[config.mk]
export PLATFORM = sky130hd
export DESIGN_NAME = mcd_decode_top
export DESIGN_NICKNAME = d
export VERILOG_FILES = /design/src/verilog/mcd_pkg.sv /design/src/verilog/mcd_fields_if.sv /design/src/verilog/mcd_field_split.sv /design/src/verilog/mcd_decode_top.sv
export SDC_FILE = /design/constraint.sdc
export NUM_CORES = 1
export LEC_CHECK = 0
export ABC_AREA = 1
export BUFFER_PORTS_ARGS = -buffer_cell sky130_fd_sc_hd__buf_4
export CORE_MARGIN = 8
export CORE_UTILIZATION = 45
export CTS_CLUSTER_SIZE = 20
export DETAILED_ROUTE_END_ITERATION = 7
export PLACE_DENSITY = 0.75
export SLEW_MARGIN = 20
export SYNTH_ARGS = -nofsm -noshare
export SYNTH_HDL_FRONTEND = slang
export SYNTH_SLANG_ARGS = --single-unit
[constraint.sdc]
create_clock -name i_mclk -period 4.3 [get_ports i_mclk]
set_input_delay 0.43 -clock i_mclk [delete_from_list [all_inputs] [get_ports i_mclk]]
set_output_delay 0.43 -clock i_mclk [all_outputs]
set_load 0.02 [all_outputs]
[src/verilog/mcd_pkg.sv]
// constants, field layout and register map of the instruction decoder
package mcd_pkg;

   // --------------------------------------------------------------
   // widths
   // --------------------------------------------------------------
   localparam int WORD_W  = 16;
   localparam int PC_W    = 21;
   localparam int TBL_W   = 21;
   localparam int LAT_W   = 8;
   localparam int FLAG_W  = 5;
   localparam int BANK_W  = 4;
   localparam int FADR_W  = 12;
   localparam int RADR_W  = 8;
   localparam int RDAT_W  = 32;

   // --------------------------------------------------------------
   // field positions inside a program word
   // --------------------------------------------------------------
   localparam int NIB_HI  = 15;
   localparam int NIB_LO  = 12;
   localparam int PFX_LO  = 8;
   localparam int DST_BIT = 9;
   localparam int ACC_BIT = 8;
   localparam int F_HI    = 7;
   localparam int BIT_HI  = 11;
   localparam int BIT_LO  = 9;
   localparam int F12_HI  = 11;
   localparam int K12_HI  = 3;
   localparam int PTR_LO  = 4;
   localparam int PTR_HI  = 5;
   localparam int REL_HI  = 10;
   localparam int OFS_HI  = 6;
   localparam int FAST_BIT = 0;
   localparam int MODE_HI = 1;

   localparam logic [3:0] NIB_SECOND = 4'hf;
   localparam logic [3:0] NIB_MOVFF  = 4'hc;

   // --------------------------------------------------------------
   // table pointer modes
   // --------------------------------------------------------------
   localparam logic [1:0] TBL_KEEP    = 2'h0;
   localparam logic [1:0] TBL_POSTINC = 2'h1;
   localparam logic [1:0] TBL_POSTDEC = 2'h2;
   localparam logic [1:0] TBL_PREINC  = 2'h3;

   // --------------------------------------------------------------
   // status flag positions
   // --------------------------------------------------------------
   localparam int FLG_C   = 0;
   localparam int FLG_DCY = 1;
   localparam int FLG_Z   = 2;
   localparam int FLG_OVF = 3;
   localparam int FLG_N   = 4;

   // --------------------------------------------------------------
   // timing
   // --------------------------------------------------------------
   localparam int         OSC_PER_CYCLE = 4;
   localparam logic [1:0] Q_LAST = 2'(OSC_PER_CYCLE - 1);
   localparam logic [1:0] CYC_ONE   = 2'h1;
   localparam logic [1:0] CYC_TWO   = 2'h2;
   localparam logic [1:0] CYC_THREE = 2'h3;

   // --------------------------------------------------------------
   // register map
   // --------------------------------------------------------------
   localparam logic [7:0] REG_CTRL   = 8'h00;
   localparam logic [7:0] REG_BANK   = 8'h04;
   localparam logic [7:0] REG_FLAGS  = 8'h08;
   localparam logic [7:0] REG_TPTR   = 8'h0c;
   localparam logic [7:0] REG_TBLLAT = 8'h10;
   localparam logic [7:0] REG_CYCLES = 8'h14;
   localparam int CTRL_RUN = 0;
   localparam int CTRL_EXT = 1;

   typedef enum logic [1:0] {
      ST_EXEC,
      ST_WORD2,
      ST_SKIP2,
      ST_NOP
   } mcd_state_type;

endpackage

[src/verilog/mcd_fields_if.sv]
// field bundle between the word splitter and the issue logic
interface mcd_fields_if;
   import mcd_pkg::*;
   logic [WORD_W-1:0] word1;
   logic [WORD_W-1:0] word2;
   logic              dest_file;
   logic              banked;
   logic [2:0]        bit_sel;
   logic [7:0]        file_f;
   logic [1:0]        ptr_sel;
   logic [FADR_W-1:0] src_addr;
   logic [FADR_W-1:0] dst_addr;
   logic [7:0]        lit8;
   logic [11:0]       lit12;
   logic [19:0]       lit20;
   logic              fast;
   logic [1:0]        tbl_mode;
   logic [10:0]       rel_long;
   logic [7:0]        rel_short;
   logic [6:0]        ofs_src;
   logic [6:0]        ofs_dst;

   modport split (
      input  word1, word2,
      output dest_file, banked, bit_sel, file_f, ptr_sel, src_addr,
             dst_addr, lit8, lit12, lit20, fast, tbl_mode, rel_long,
             rel_short, ofs_src, ofs_dst
   );
   modport use_side (
      output word1, word2,
      input  dest_file, banked, bit_sel, file_f, ptr_sel, src_addr,
             dst_addr, lit8, lit12, lit20, fast, tbl_mode, rel_long,
             rel_short, ofs_src, ofs_dst
   );
endinterface

[src/verilog/mcd_field_split.sv]
// splits one or two program words into operand fields
module mcd_field_split
   import mcd_pkg::*;
(
   mcd_fields_if.split f
);
   // bits not named by a field are never looked at, whatever they hold
   assign f.dest_file = f.word1[DST_BIT];                       // RULE_03
   assign f.banked    = f.word1[ACC_BIT];                       // RULE_04
   assign f.bit_sel   = f.word1[BIT_HI:BIT_LO];                 // RULE_05
   assign f.file_f    = f.word1[F_HI:0];                        // RULE_11
   assign f.ptr_sel   = f.word1[PTR_HI:PTR_LO];                 // RULE_11
   assign f.src_addr  = f.word1[F12_HI:0];                      // RULE_12
   assign f.dst_addr  = f.word2[F12_HI:0];                      // RULE_12
   assign f.lit8      = f.word1[F_HI:0];                        // RULE_16
   assign f.lit12     = {f.word1[K12_HI:0], f.word2[F_HI:0]};   // RULE_16
   assign f.lit20     = {f.word2[F12_HI:0], f.word1[F_HI:0]};   // RULE_16
   assign f.fast      = f.word1[FAST_BIT];                      // RULE_13
   assign f.tbl_mode  = f.word1[MODE_HI:0];                     // RULE_14
   assign f.rel_long  = f.word1[REL_HI:0];                      // RULE_18
   assign f.rel_short = f.word1[F_HI:0];                        // RULE_18
   assign f.ofs_src   = f.word1[OFS_HI:0];                      // RULE_17
   assign f.ofs_dst   = f.word2[OFS_HI:0];                      // RULE_17
endmodule

[src/verilog/mcd_decode_top.sv]
// instruction fetch, decode and issue timing for the 8-bit core
// Function
// RULE_01: decode standard set plus eight extended instructions
// RULE_02: one-word instructions, four two-word instructions
// RULE_03: destination bit picks accumulator or file register
// RULE_04: access bit picks access RAM or bank
// RULE_05: three-bit field names bit 0 to 7
// RULE_06: second word has top nibble ones, runs NOP
// RULE_07: one-word: one cycle, two if taken
// RULE_08: two-word instructions take two cycles
// RULE_09: taken skip over two-word takes three
// RULE_10: four oscillator periods per instruction cycle
// RULE_11: file field is address or pointer selector
// RULE_12: register move carries two 12-bit addresses
// RULE_13: fast bit selects shadow save or restore
// RULE_14: table mode: keep, post-inc, post-dec, pre-inc
// RULE_15: 21-bit table pointer, 8-bit table latch
// RULE_16: literals are 8, 12 or 20 bits
// RULE_17: indexed addressing has two 7-bit offsets
// RULE_18: address field relative or absolute target
// RULE_19: five status flags kept for the ALU
// RULE_20: don't-care bits never change behaviour
// RULE_21: program counter change flushes the prefetched word; the code honours i_pc_change only at the end of a one-word instruction
//
// The plain strobed port and the register addresses are this design's own decisions.
module mcd_decode_top
   import mcd_pkg::*;
#(
   // two-word and extended opcode prefixes (upper byte), values and masks, and the access RAM split
   parameter logic [7:0] TW0_CODE    = 8'he0,
   parameter logic [7:0] TW1_CODE    = 8'he2,
   parameter logic [7:0] TW_MASK     = 8'hfe,
   parameter logic [7:0] EXT_CODE    = 8'he8,
   parameter logic [7:0] EXT_MASK    = 8'hf8,
   parameter logic [7:0] ACCESS_SPLIT = 8'h80
)(
   input  wire logic              i_mclk,
   input  wire logic              i_sys_rst,
   input  wire logic [RADR_W-1:0] i_reg_addr,
   input  wire logic [RDAT_W-1:0] i_reg_wdata,
   input  wire logic              i_reg_wr,
   input  wire logic              i_reg_rd,
   output logic      [RDAT_W-1:0] o_reg_rdata,
   output logic      [PC_W-1:0]   o_prog_addr,
   input  wire logic [WORD_W-1:0] i_prog_word,
   input  wire logic              i_cond_true,
   input  wire logic              i_pc_change,
   input  wire logic [PC_W-1:0]   i_new_pc,
   input  wire logic [FLAG_W-1:0] i_flag_we,
   input  wire logic [FLAG_W-1:0] i_flag_val,
   input  wire logic              i_tbl_req,
   input  wire logic              i_tbl_write,
   input  wire logic [LAT_W-1:0]  i_tbl_rdata,
   output logic      [1:0]        o_qphase,
   output logic                   o_issue,
   output logic                   o_flush,
   output logic      [WORD_W-1:0] o_insn_word,
   output logic      [WORD_W-1:0] o_insn_word2,
   output logic                   o_two_word,
   output logic                   o_is_nop,
   output logic                   o_is_ext,
   output logic                   o_dest_file,
   output logic      [FADR_W-1:0] o_file_addr,
   output logic      [2:0]        o_bit_sel,
   output logic      [1:0]        o_ptr_sel,
   output logic      [FADR_W-1:0] o_src_addr,
   output logic      [FADR_W-1:0] o_dst_addr,
   output logic      [7:0]        o_lit8,
   output logic      [11:0]       o_lit12,
   output logic      [19:0]       o_lit20,
   output logic                   o_fast,
   output logic      [1:0]        o_tbl_mode,
   output logic      [PC_W-1:0]   o_rel_long,
   output logic      [PC_W-1:0]   o_rel_short,
   output logic      [6:0]        o_ofs_src,
   output logic      [6:0]        o_ofs_dst,
   output logic      [FLAG_W-1:0] o_flags,
   output logic      [BANK_W-1:0] o_bank,
   output logic      [TBL_W-1:0]  o_tbl_addr,
   output logic      [LAT_W-1:0]  o_tbl_wdata,
   output logic      [1:0]        o_last_cycles
);

   // ---------------------------------------------------------------
   // helpers
   // ---------------------------------------------------------------
   function automatic logic is_first_of_two(input logic [WORD_W-1:0] w);
      logic [7:0] p;
      p = w[NIB_HI:PFX_LO];
      is_first_of_two = (w[NIB_HI:NIB_LO] == NIB_MOVFF) ||
                        ((p & TW_MASK) == TW0_CODE) ||
                        ((p & TW_MASK) == TW1_CODE);          // RULE_02
   endfunction

   function automatic logic is_second(input logic [WORD_W-1:0] w);
      is_second = (w[NIB_HI:NIB_LO] == NIB_SECOND);            // RULE_06
   endfunction

   function automatic logic [PC_W-1:0] sext8(input logic [7:0] v);
      sext8 = {{(PC_W-8){v[7]}}, v};
   endfunction

   function automatic logic [TBL_W-1:0] tbl_inc(input logic [TBL_W-1:0] v);
      tbl_inc = v + TBL_W'(1);
   endfunction

   // ---------------------------------------------------------------
   // state
   // ---------------------------------------------------------------
   typedef struct packed {
      mcd_state_type     st;
      logic [1:0]        q;
      logic [PC_W-1:0]   pc;
      logic [WORD_W-1:0] ir1;
      logic [WORD_W-1:0] ir2;
      logic              two;
      logic              issue;
      logic              flush;
      logic [1:0]        cyc;
      logic [1:0]        last_cyc;
      logic              run;
      logic              ext_en;
      logic [BANK_W-1:0] bank;
      logic [FLAG_W-1:0] flags;
      logic [TBL_W-1:0]  tptr;
      logic [LAT_W-1:0]  tlat;
      logic [RDAT_W-1:0] rdata;
   } mcd_core_type;

   mcd_core_type s_reg;
   mcd_core_type s_next;

   mcd_fields_if fld ();

   assign fld.word1 = s_reg.ir1;
   assign fld.word2 = s_reg.ir2;

   mcd_field_split u_split (
      .f (fld.split)
   );

   logic boundary;
   logic cur_single;
   logic taken;
   logic [FLAG_W-1:0] hw_flags;
   logic [TBL_W-1:0]  tbl_step;

   assign boundary   = s_reg.run && (s_reg.q == Q_LAST);       // RULE_10
   assign cur_single = (s_reg.st == ST_EXEC) && !s_reg.two;
   assign taken      = cur_single && (i_cond_true || i_pc_change);
   assign hw_flags   = (s_reg.flags & ~i_flag_we) |
                       (i_flag_val & i_flag_we);               // RULE_19

   always_comb begin
      tbl_step = s_reg.tptr;
      case (fld.tbl_mode)                                      // RULE_14
         TBL_POSTINC: tbl_step = tbl_inc(s_reg.tptr);
         TBL_POSTDEC: tbl_step = s_reg.tptr - TBL_W'(1);
         TBL_PREINC:  tbl_step = tbl_inc(s_reg.tptr);
         default:     tbl_step = s_reg.tptr;
      endcase
   end

   // ---------------------------------------------------------------
   // next state
   // ---------------------------------------------------------------
   always_comb begin
      s_next       = s_reg;
      s_next.issue = 1'b0;
      s_next.flush = 1'b0;
      s_next.rdata = '0;

      // quarter phase counter, held at zero while stopped
      if (s_reg.run) begin
         s_next.q = s_reg.q + 2'h1;                            // RULE_10
      end else begin
         s_next.q = '0;
      end

      if (boundary) begin
         s_next.pc = s_reg.pc + PC_W'(1);
         case (s_reg.st)
            ST_EXEC, ST_NOP: begin
               if (taken) begin
                  // prefetched word is thrown away, a nop runs instead
                  s_next.flush = 1'b1;                         // RULE_21
                  s_next.cyc   = CYC_TWO;                      // RULE_07
                  s_next.ir1   = '0;
                  s_next.two   = 1'b0;
                  if (i_pc_change) begin
                     s_next.pc = i_new_pc;
                     s_next.st = ST_NOP;
                  end else if (is_first_of_two(i_prog_word)) begin
                     s_next.st = ST_SKIP2;                     // RULE_09
                  end else begin
                     s_next.st = ST_NOP;
                  end
               end else begin
                  if (s_reg.st == ST_EXEC) begin
                     s_next.last_cyc = s_reg.cyc;
                  end
                  s_next.ir1 = i_prog_word;
                  s_next.ir2 = '0;
                  if (is_first_of_two(i_prog_word)) begin
                     s_next.two = 1'b1;
                     s_next.st  = ST_WORD2;                    // RULE_02
                  end else begin
                     s_next.two   = 1'b0;
                     s_next.cyc   = CYC_ONE;                   // RULE_07
                     s_next.issue = 1'b1;
                     s_next.st    = ST_EXEC;
                  end
               end
               if (s_reg.st == ST_NOP) begin
                  s_next.last_cyc = s_reg.cyc;
               end
            end
            ST_WORD2: begin
               s_next.ir2   = i_prog_word;
               s_next.cyc   = CYC_TWO;                         // RULE_08
               s_next.issue = 1'b1;
               s_next.st    = ST_EXEC;
            end
            ST_SKIP2: begin
               s_next.flush = 1'b1;
               s_next.cyc   = CYC_THREE;                       // RULE_09
               s_next.st    = ST_NOP;
            end
            default: s_next.st = ST_EXEC;
         endcase
      end

      // table transfers
      if (i_tbl_req) begin
         s_next.tptr = tbl_step;                               // RULE_15
         if (!i_tbl_write) begin
            s_next.tlat = i_tbl_rdata;                         // RULE_15
         end
      end

      // register writes; the datapath wins over software on flags
      if (i_reg_wr) begin
         case (i_reg_addr)
            REG_CTRL: begin
               s_next.run    = i_reg_wdata[CTRL_RUN];
               s_next.ext_en = i_reg_wdata[CTRL_EXT];          // RULE_01
            end
            REG_BANK:   s_next.bank  = i_reg_wdata[BANK_W-1:0];
            REG_FLAGS:  s_next.flags = i_reg_wdata[FLAG_W-1:0];
            REG_TPTR:   if (!i_tbl_req) begin
               s_next.tptr = i_reg_wdata[TBL_W-1:0];
            end
            REG_TBLLAT: if (!i_tbl_req) begin
               s_next.tlat = i_reg_wdata[LAT_W-1:0];
            end
            default: s_next.run = s_reg.run;
         endcase
      end
      if (|i_flag_we) begin
         s_next.flags = (i_reg_wr && i_reg_addr == REG_FLAGS) ?
                        ((i_reg_wdata[FLAG_W-1:0] & ~i_flag_we) |
                         (i_flag_val & i_flag_we)) :
                        hw_flags;                              // RULE_19
      end

      // register reads, answered one cycle later
      if (i_reg_rd) begin
         case (i_reg_addr)
            REG_CTRL: begin
               s_next.rdata[CTRL_RUN] = s_reg.run;
               s_next.rdata[CTRL_EXT] = s_reg.ext_en;
            end
            REG_BANK:   s_next.rdata[BANK_W-1:0] = s_reg.bank;
            REG_FLAGS:  s_next.rdata[FLAG_W-1:0] = s_reg.flags;
            REG_TPTR:   s_next.rdata[TBL_W-1:0]  = s_reg.tptr;
            REG_TBLLAT: s_next.rdata[LAT_W-1:0]  = s_reg.tlat;
            REG_CYCLES: s_next.rdata[1:0]        = s_reg.last_cyc;
            default:    s_next.rdata = '0;
         endcase
      end
   end

   // ---------------------------------------------------------------
   // registers
   // ---------------------------------------------------------------
   always_ff @(posedge i_mclk or posedge i_sys_rst) begin
      if (i_sys_rst) begin
         s_reg <= '0;
      end else begin
         s_reg <= s_next;
      end
   end

   // ---------------------------------------------------------------
   // outputs
   // ---------------------------------------------------------------
   logic [7:0] f8;
   logic [3:0] acc_hi;
   logic [7:0] pfx;

   assign f8     = fld.file_f;
   assign pfx    = s_reg.ir1[NIB_HI:PFX_LO];
   // access RAM: low part maps to bank zero, high part to the top bank
   assign acc_hi = (f8 < ACCESS_SPLIT) ? 4'h0 : 4'hf;

   assign o_reg_rdata  = s_reg.rdata;
   assign o_prog_addr  = s_reg.pc;
   assign o_qphase     = s_reg.q;
   assign o_issue      = s_reg.issue;
   assign o_flush      = s_reg.flush;
   assign o_insn_word  = s_reg.ir1;
   assign o_insn_word2 = s_reg.ir2;
   assign o_two_word   = s_reg.two;
   // a lone second word or a flushed slot runs as a nop
   assign o_is_nop     = (s_reg.st != ST_EXEC) ||
                         (!s_reg.two && is_second(s_reg.ir1)); // RULE_06
   assign o_is_ext     = s_reg.ext_en && !s_reg.two &&
                         ((pfx & EXT_MASK) == EXT_CODE);       // RULE_01
   assign o_dest_file  = fld.dest_file;                        // RULE_03
   assign o_file_addr  = fld.banked ? {s_reg.bank, f8} :
                                      {acc_hi, f8};            // RULE_04
   assign o_bit_sel    = fld.bit_sel;
   assign o_ptr_sel    = fld.ptr_sel;
   assign o_src_addr   = fld.src_addr;
   assign o_dst_addr   = fld.dst_addr;
   assign o_lit8       = fld.lit8;
   assign o_lit12      = fld.lit12;
   assign o_lit20      = fld.lit20;
   assign o_fast       = fld.fast;                             // RULE_13
   assign o_tbl_mode   = fld.tbl_mode;
   assign o_rel_long   = {{(PC_W-11){fld.rel_long[10]}},
                          fld.rel_long};                       // RULE_18
   assign o_rel_short  = sext8(fld.rel_short);                 // RULE_18
   assign o_ofs_src    = fld.ofs_src;
   assign o_ofs_dst    = fld.ofs_dst;
   assign o_flags      = s_reg.flags;
   assign o_bank       = s_reg.bank;
   // pre-increment presents the advanced pointer on this access
   assign o_tbl_addr   = (fld.tbl_mode == TBL_PREINC) ?
                         tbl_inc(s_reg.tptr) : s_reg.tptr;
   assign o_tbl_wdata  = s_reg.tlat;
   assign o_last_cycles = s_reg.last_cyc;

endmodule

## Word level (Yosys, flattened, before mapping)

Cells that the tools add are included.

| cells by class | value |
|---|---|
| muxes and demuxes | 47 |
| add/sub/neg operators | 4 |
| reductions and logical operators | 29 |
| bitwise gates (word level) | 6 |
| equal/unequal tests | 20 |
| $lt $le $gt $ge | 1 |

Operator list:

| cell | count |
|---|---|
| $mux 21 | 6 |
| $add 21x1->21 const B | 2 |
| $pmux 21 s2 | 1 |
| $mux 37 | 1 |
| $mux 34 | 1 |
| $mux 16 | 2 |
| $pmux 16 s2 | 1 |
| $mux 29 | 1 |
| $mux 8 | 3 |
| $sub 21x1->21 const B | 1 |
| $eq 8x4->1 const B | 2 |
| $eq 8x5->1 const B | 2 |
| $mux 2 | 8 |
| $and 5x5->5 | 3 |
| $mux 5 | 3 |
| $eq 7x7->1 const B | 2 |
| $mux 13 | 1 |
| $mux 12 | 1 |
| $pmux 2 s3 | 2 |
| $pmux 2 s6 | 1 |
| $eq 2x2->1 const B | 5 |
| $or 5x5->5 | 2 |
| $reduce_and 2->1 | 5 |
| $reduce_bool 2->1 | 5 |
| other kinds (26) | 46 |

| storage, ports and cells | value |
|---|---|
| register bits after elaboration | 136 |

## Depth between registers and ports, before layout

| depth | value |
|---|---|
| depth in word-level cells | 8 |
| gate-level depth with buffers | 12 |

## Hierarchy

A second synthesis with hierarchy kept.

| second synthesis, totals | value |
|---|---|
| cell total of the unflattened synthesis | 1324 |
| area total of the unflattened synthesis | 9387.8 um^2 |

By module, submodules not included:

| module | seq. area each (um^2) | area an instance (um^2) | cells an instance | instances |
|---|---|---|---|---|
| mcd_decode_top | 3128.0 | 8524.4 | 1209 | 1 |
| mcd_field_split | 0.0 | 863.3 | 115 | 1 |

## Worst setup path before layout

OpenSTA, ideal clock, no wires.

| path | value |
|---|---|
| kind | register -> output |
| from | reg s_reg[41] in the netlist's numbering |
| to | out o_tbl_addr[16] |
| arrival time | 1.634 ns |
| path slack | 2.236 ns |
| cell stages (with the launch flop) | 8 |
| buffers on the path | 0 |
| cell sequence | dfrtp_1 ha_1 nand2_1 nor2_8 nand2_2 o21ai_1 nand2_1 o21ai_0 |

| on the way | value |
|---|---|
| cells in the longest elaborated chain, start to end | 2 |

Ends and longest elaborated chain:

| item | line | text |
|---|---|---|
| from (decl) | mcd_decode_top.sv:130 | `mcd_core_type s_reg;` |
| from (signal assigned) | mcd_decode_top.sv:290 | `s_reg <= s_next;` |
| $add 21x1->21 | mcd_decode_top.sv:104 | `tbl_inc = v + TBL_W'(1);` |
| $mux 21 | mcd_decode_top.sv:339 | `assign o_tbl_addr = (fld.tbl_mode == TBL_PREINC) ?` |
| to (decl) | mcd_decode_top.sv:79 | `output logic [TBL_W-1:0] o_tbl_addr,` |

No other way between the ends.

## Worst setup path in the final report

| path | value |
|---|---|
| from | reg s_reg, in the netlist o_insn_word[1] |
| to | out o_tbl_addr[1] |

| on the way | value |
|---|---|
| cells in the longest elaborated chain, start to end | 2 |

Ends and longest elaborated chain:

| item | line |
|---|---|
| $eq 2x2->1 | mcd_decode_top.sv:339 |
| $mux 21 | mcd_decode_top.sv:339 |

No other way between the ends.

==> results.yml <==
run_status:
  status: "completed"
floorplanning:
  core_sq_mm: 0.02102
  start_util_pct: 45.72
  pin_count: 376
  dieArea_sq_mm: 0.02629
  fp.dieH_um: 162.2
  die_w_um: 162.2
  rows: 53
run:
  maxCapViolCount: 0
layout:
  n_fill_cell: 2050
  nets: 1529
  syn_to_final_growth_pct: 16.42
  diodes: 0
  largest_reg_flops: 27
  post-route-util_pct: 53.23
  drive_gt1_share_pct: 31.19
  stdcell_count: 1705
yosys:
  syn_area_per_cell_sq_um: 7.276
  netlist_instances: 1321
  synth_top_area_share_pct: 32.54
  async_flop_share_pct: 100.0
  yosysUniqueCellTypes: 51
  synthTopCellsByArea: "dfrtp_1, buf_4, nand2_1, nand3_1, o21ai_0"
  ys_seq_area_share_pct: 32.54
  synthFlopType: "dfrtp_1"
  synth_edf_count: 0
  ys_ff_latch: 125
  yosys_warnings: 0
  synth_top_area_cell: "dfrtp_1"
  synth_area_sq_mm: 0.009612
sta:
  period_share_pct: 63.79
  period_minus_slack_ns: 2.743
  fin_skew_ns: 0.009953
  finalSetupViolations: 0
  hold_viol_final: 0
  max_freq_mhz: 364.6
  drv_slew: 0
  slew_headroom_pct: 47.66
  grt_setup_unrepaired: "no"
  tightest_slew_ns: 0.7823
  fin_tns_setup_ns: 0
worst_setup_path:
  cp_max_fo: 26
  critPathTopFamily: "flip-flops"
  slowest_delay_ns: 0.54
  end_kind: "output pin"
  critical_path_class: "flip-flop to output pin"
  worstSetupStartpointType: "flip-flop"
  cpMaxStageDelayCell: "dfrtp_1"
  crit_buf_inv: 2
  cp.required_ns: 3.87
  timing.rr.start: "o_qphase[0]$_DFF_PP0_"
  startpoint: "o_insn_word[1]$_DFFE_PP0P_"
  cp_common_cell: "buf_4"
  cp_data_arrival_time_ns: 2.31
  crit_chain: "nand2_1, buf_4, mux2_2, buf_4"
drt:
  drt_iter0_drc: 645
  vias_per_cell: 5.082
  drc: 0
  antenna_left: 0
  routedWlPerCell_um: 17.42
  num_vias: 8665
  wirelength_um: 29690
  drtPass1Iterations: 6
cts:
  htreeDepth: 4
  cts-buffers-inserted: 17
  cts_setup_buffers: 0
  clk_latency_ns: 0.42
  post_cts_resized: 0
  cts_tree: "built"
  cts_root_buffer: "clkbuf_16"
  clk_pin_slew_worst_paths_ns: 0.06
  clock-sinks: 125
  holdBufCountCts: 0
  clk_path_buf_depth: 2
grt:
  antenna_found_initial: 0
  grt_max_degree: 80
  grt_first_pass_wirelength_um: 46040
  grt_util_all_layers_pct: 21.72
  grt_overflow_total: 0
  grt_pass1_vias: 8423
placement:
  dp.cells: 1673
  place_hpwl_um: 22800
  portBuffers: 353
  gp_congestion: 0.9404
power:
  p_leak_uw: 0.005674
  max-vdd-ir-drop_uv: 249.2
  power_density_mw_per_mm2: 338.9
hold_path:
  min_path_type: "primary input to asynchronous set/reset pin"
-- final timing paths --
check / end / slack [ns] / depth (start not counted)
max in group asynchronous: s_reg[134]$_DFFE_PP0P_ / 3.26 / 3
worst min-delay path: o_insn_word[10]$_DFFE_PP0P_ / 0.14 / 2
worst min register to register: o_qphase[0]$_DFF_PP0_ / 0.48 / 1
worst max register to register: o_insn_word2[5]$_DFFE_PP0P_ / 1.68 / 6
min in group i_mclk: o_prog_addr[0]$_DFFE_PP0P_ / 0.24 / 3
worst max-delay path: o_tbl_addr[1] / 1.56 / 4
-- cell usage after synthesis, drive strengths merged, types with 8 or more instances --
master and instances:
inv 109, nor2 120, ha 9, dfrtp 125, o22ai 8, nand3 98
o21ai 120, nand2 306, clkbuf 15, xor2 12, nor3 25, o211ai 11
buf 278, a21oi 36, nand4 13
-- cell type report --
| class | count | area (sq um) | share of cell area, % |
|---|---|---|---|
| sequential | 125 | 3128 | 27.95 |
| multi-input combinational | 802 | 3970 | 35.48 |
| tap | 275 | 344.1 | 3.075 |
| clock buffer | 21 | 450.4 | 4.025 |
| inverter | 111 | 427.9 | 3.824 |
| timing repair buffer | 360 | 2703 | 24.15 |
| clock inverter | 11 | 166.4 | 1.487 |
-- layer usage --
| metal | share of wire [%] | global-route usage (%) | up-vias |
|---|---|---|---|
| met3 | 9.4 | 6.606 | 35 |
| met1 | 41 | 26.84 | 4059 |
| met2 | 48 | 35.85 | 385 |
| met4 | 1.7 | 6.397 | 0 |
| li1 | - | - | 4186 |
| met5 | 0 | 0 | - |
-- layout by cell type, fill, tap and decap left out, types with 3 or more instances in the layout --
| master | instances |
|---|---|
| a21oi_1 | 36 |
| a22oi_1 | 4 |
| a31oi_1 | 4 |
| buf_4 | 360 |
| bufinv_16 | 4 |
| clkbuf_1 | 3 |
| clkbuf_16 | 17 |
| clkinv_2 | 4 |
| clkinvlp_4 | 3 |
| conb_1 | 11 |
| dfrtp_1 | 125 |
| ha_1 | 9 |
| inv_1 | 101 |
| inv_2 | 6 |
| nand2_1 | 299 |
| nand2_2 | 5 |
| nand3_1 | 90 |
| nand3_2 | 8 |
| nand4_1 | 13 |
| nor2_1 | 103 |
| nor2_2 | 11 |
| nor2_4 | 4 |
| nor3_1 | 22 |
| o211ai_1 | 7 |
| o211ai_2 | 4 |
| o21ai_0 | 83 |
| o21ai_1 | 33 |
| o21ai_2 | 4 |
| o22ai_1 | 8 |
| o311ai_1 | 5 |
| xnor2_1 | 4 |
| xor2_1 | 12 |
-- kinds of logic (layout without fill, tap and decap cells) --
family / after synthesis / count (layout) / synth area share [%]
buffers and inverters: 404 / 503 / 26.54
adder cells (fa/ha/maj): 9 / 9 / 1.172
AND/OR/NAND/NOR: 570 / 570 / 26.50
XOR/XNOR: 16 / 16 / 1.458
flip-flops: 125 / 125 / 32.54
multiplexers: 3 / 3 / 0.3514
AO/OA/AOI/OAI: 193 / 193 / 11.39
other: 1 / 11 / 0.03901
-- report_power, final --
group	internal [uW]	switching, uW	total, uW
combinational	329	558	887
sequential	1240	130	1370
clock	984	552	1540
-- stage by stage --
stage	setup WS [ns]	hold slack [ns]	total power, uW	area, sq um
global route	1.397	0.2025	3965	11190
detailed placement	1.693	0.4643	2265	10570
floorplan	0.5424	0.4286	1983	9649
finish	1.557	0.1363	3792	11190
global placement	1.742	0.4421	2248	10570
CTS	1.512	0.2199	3807	11190
Power figures use the tool's default switching activity.
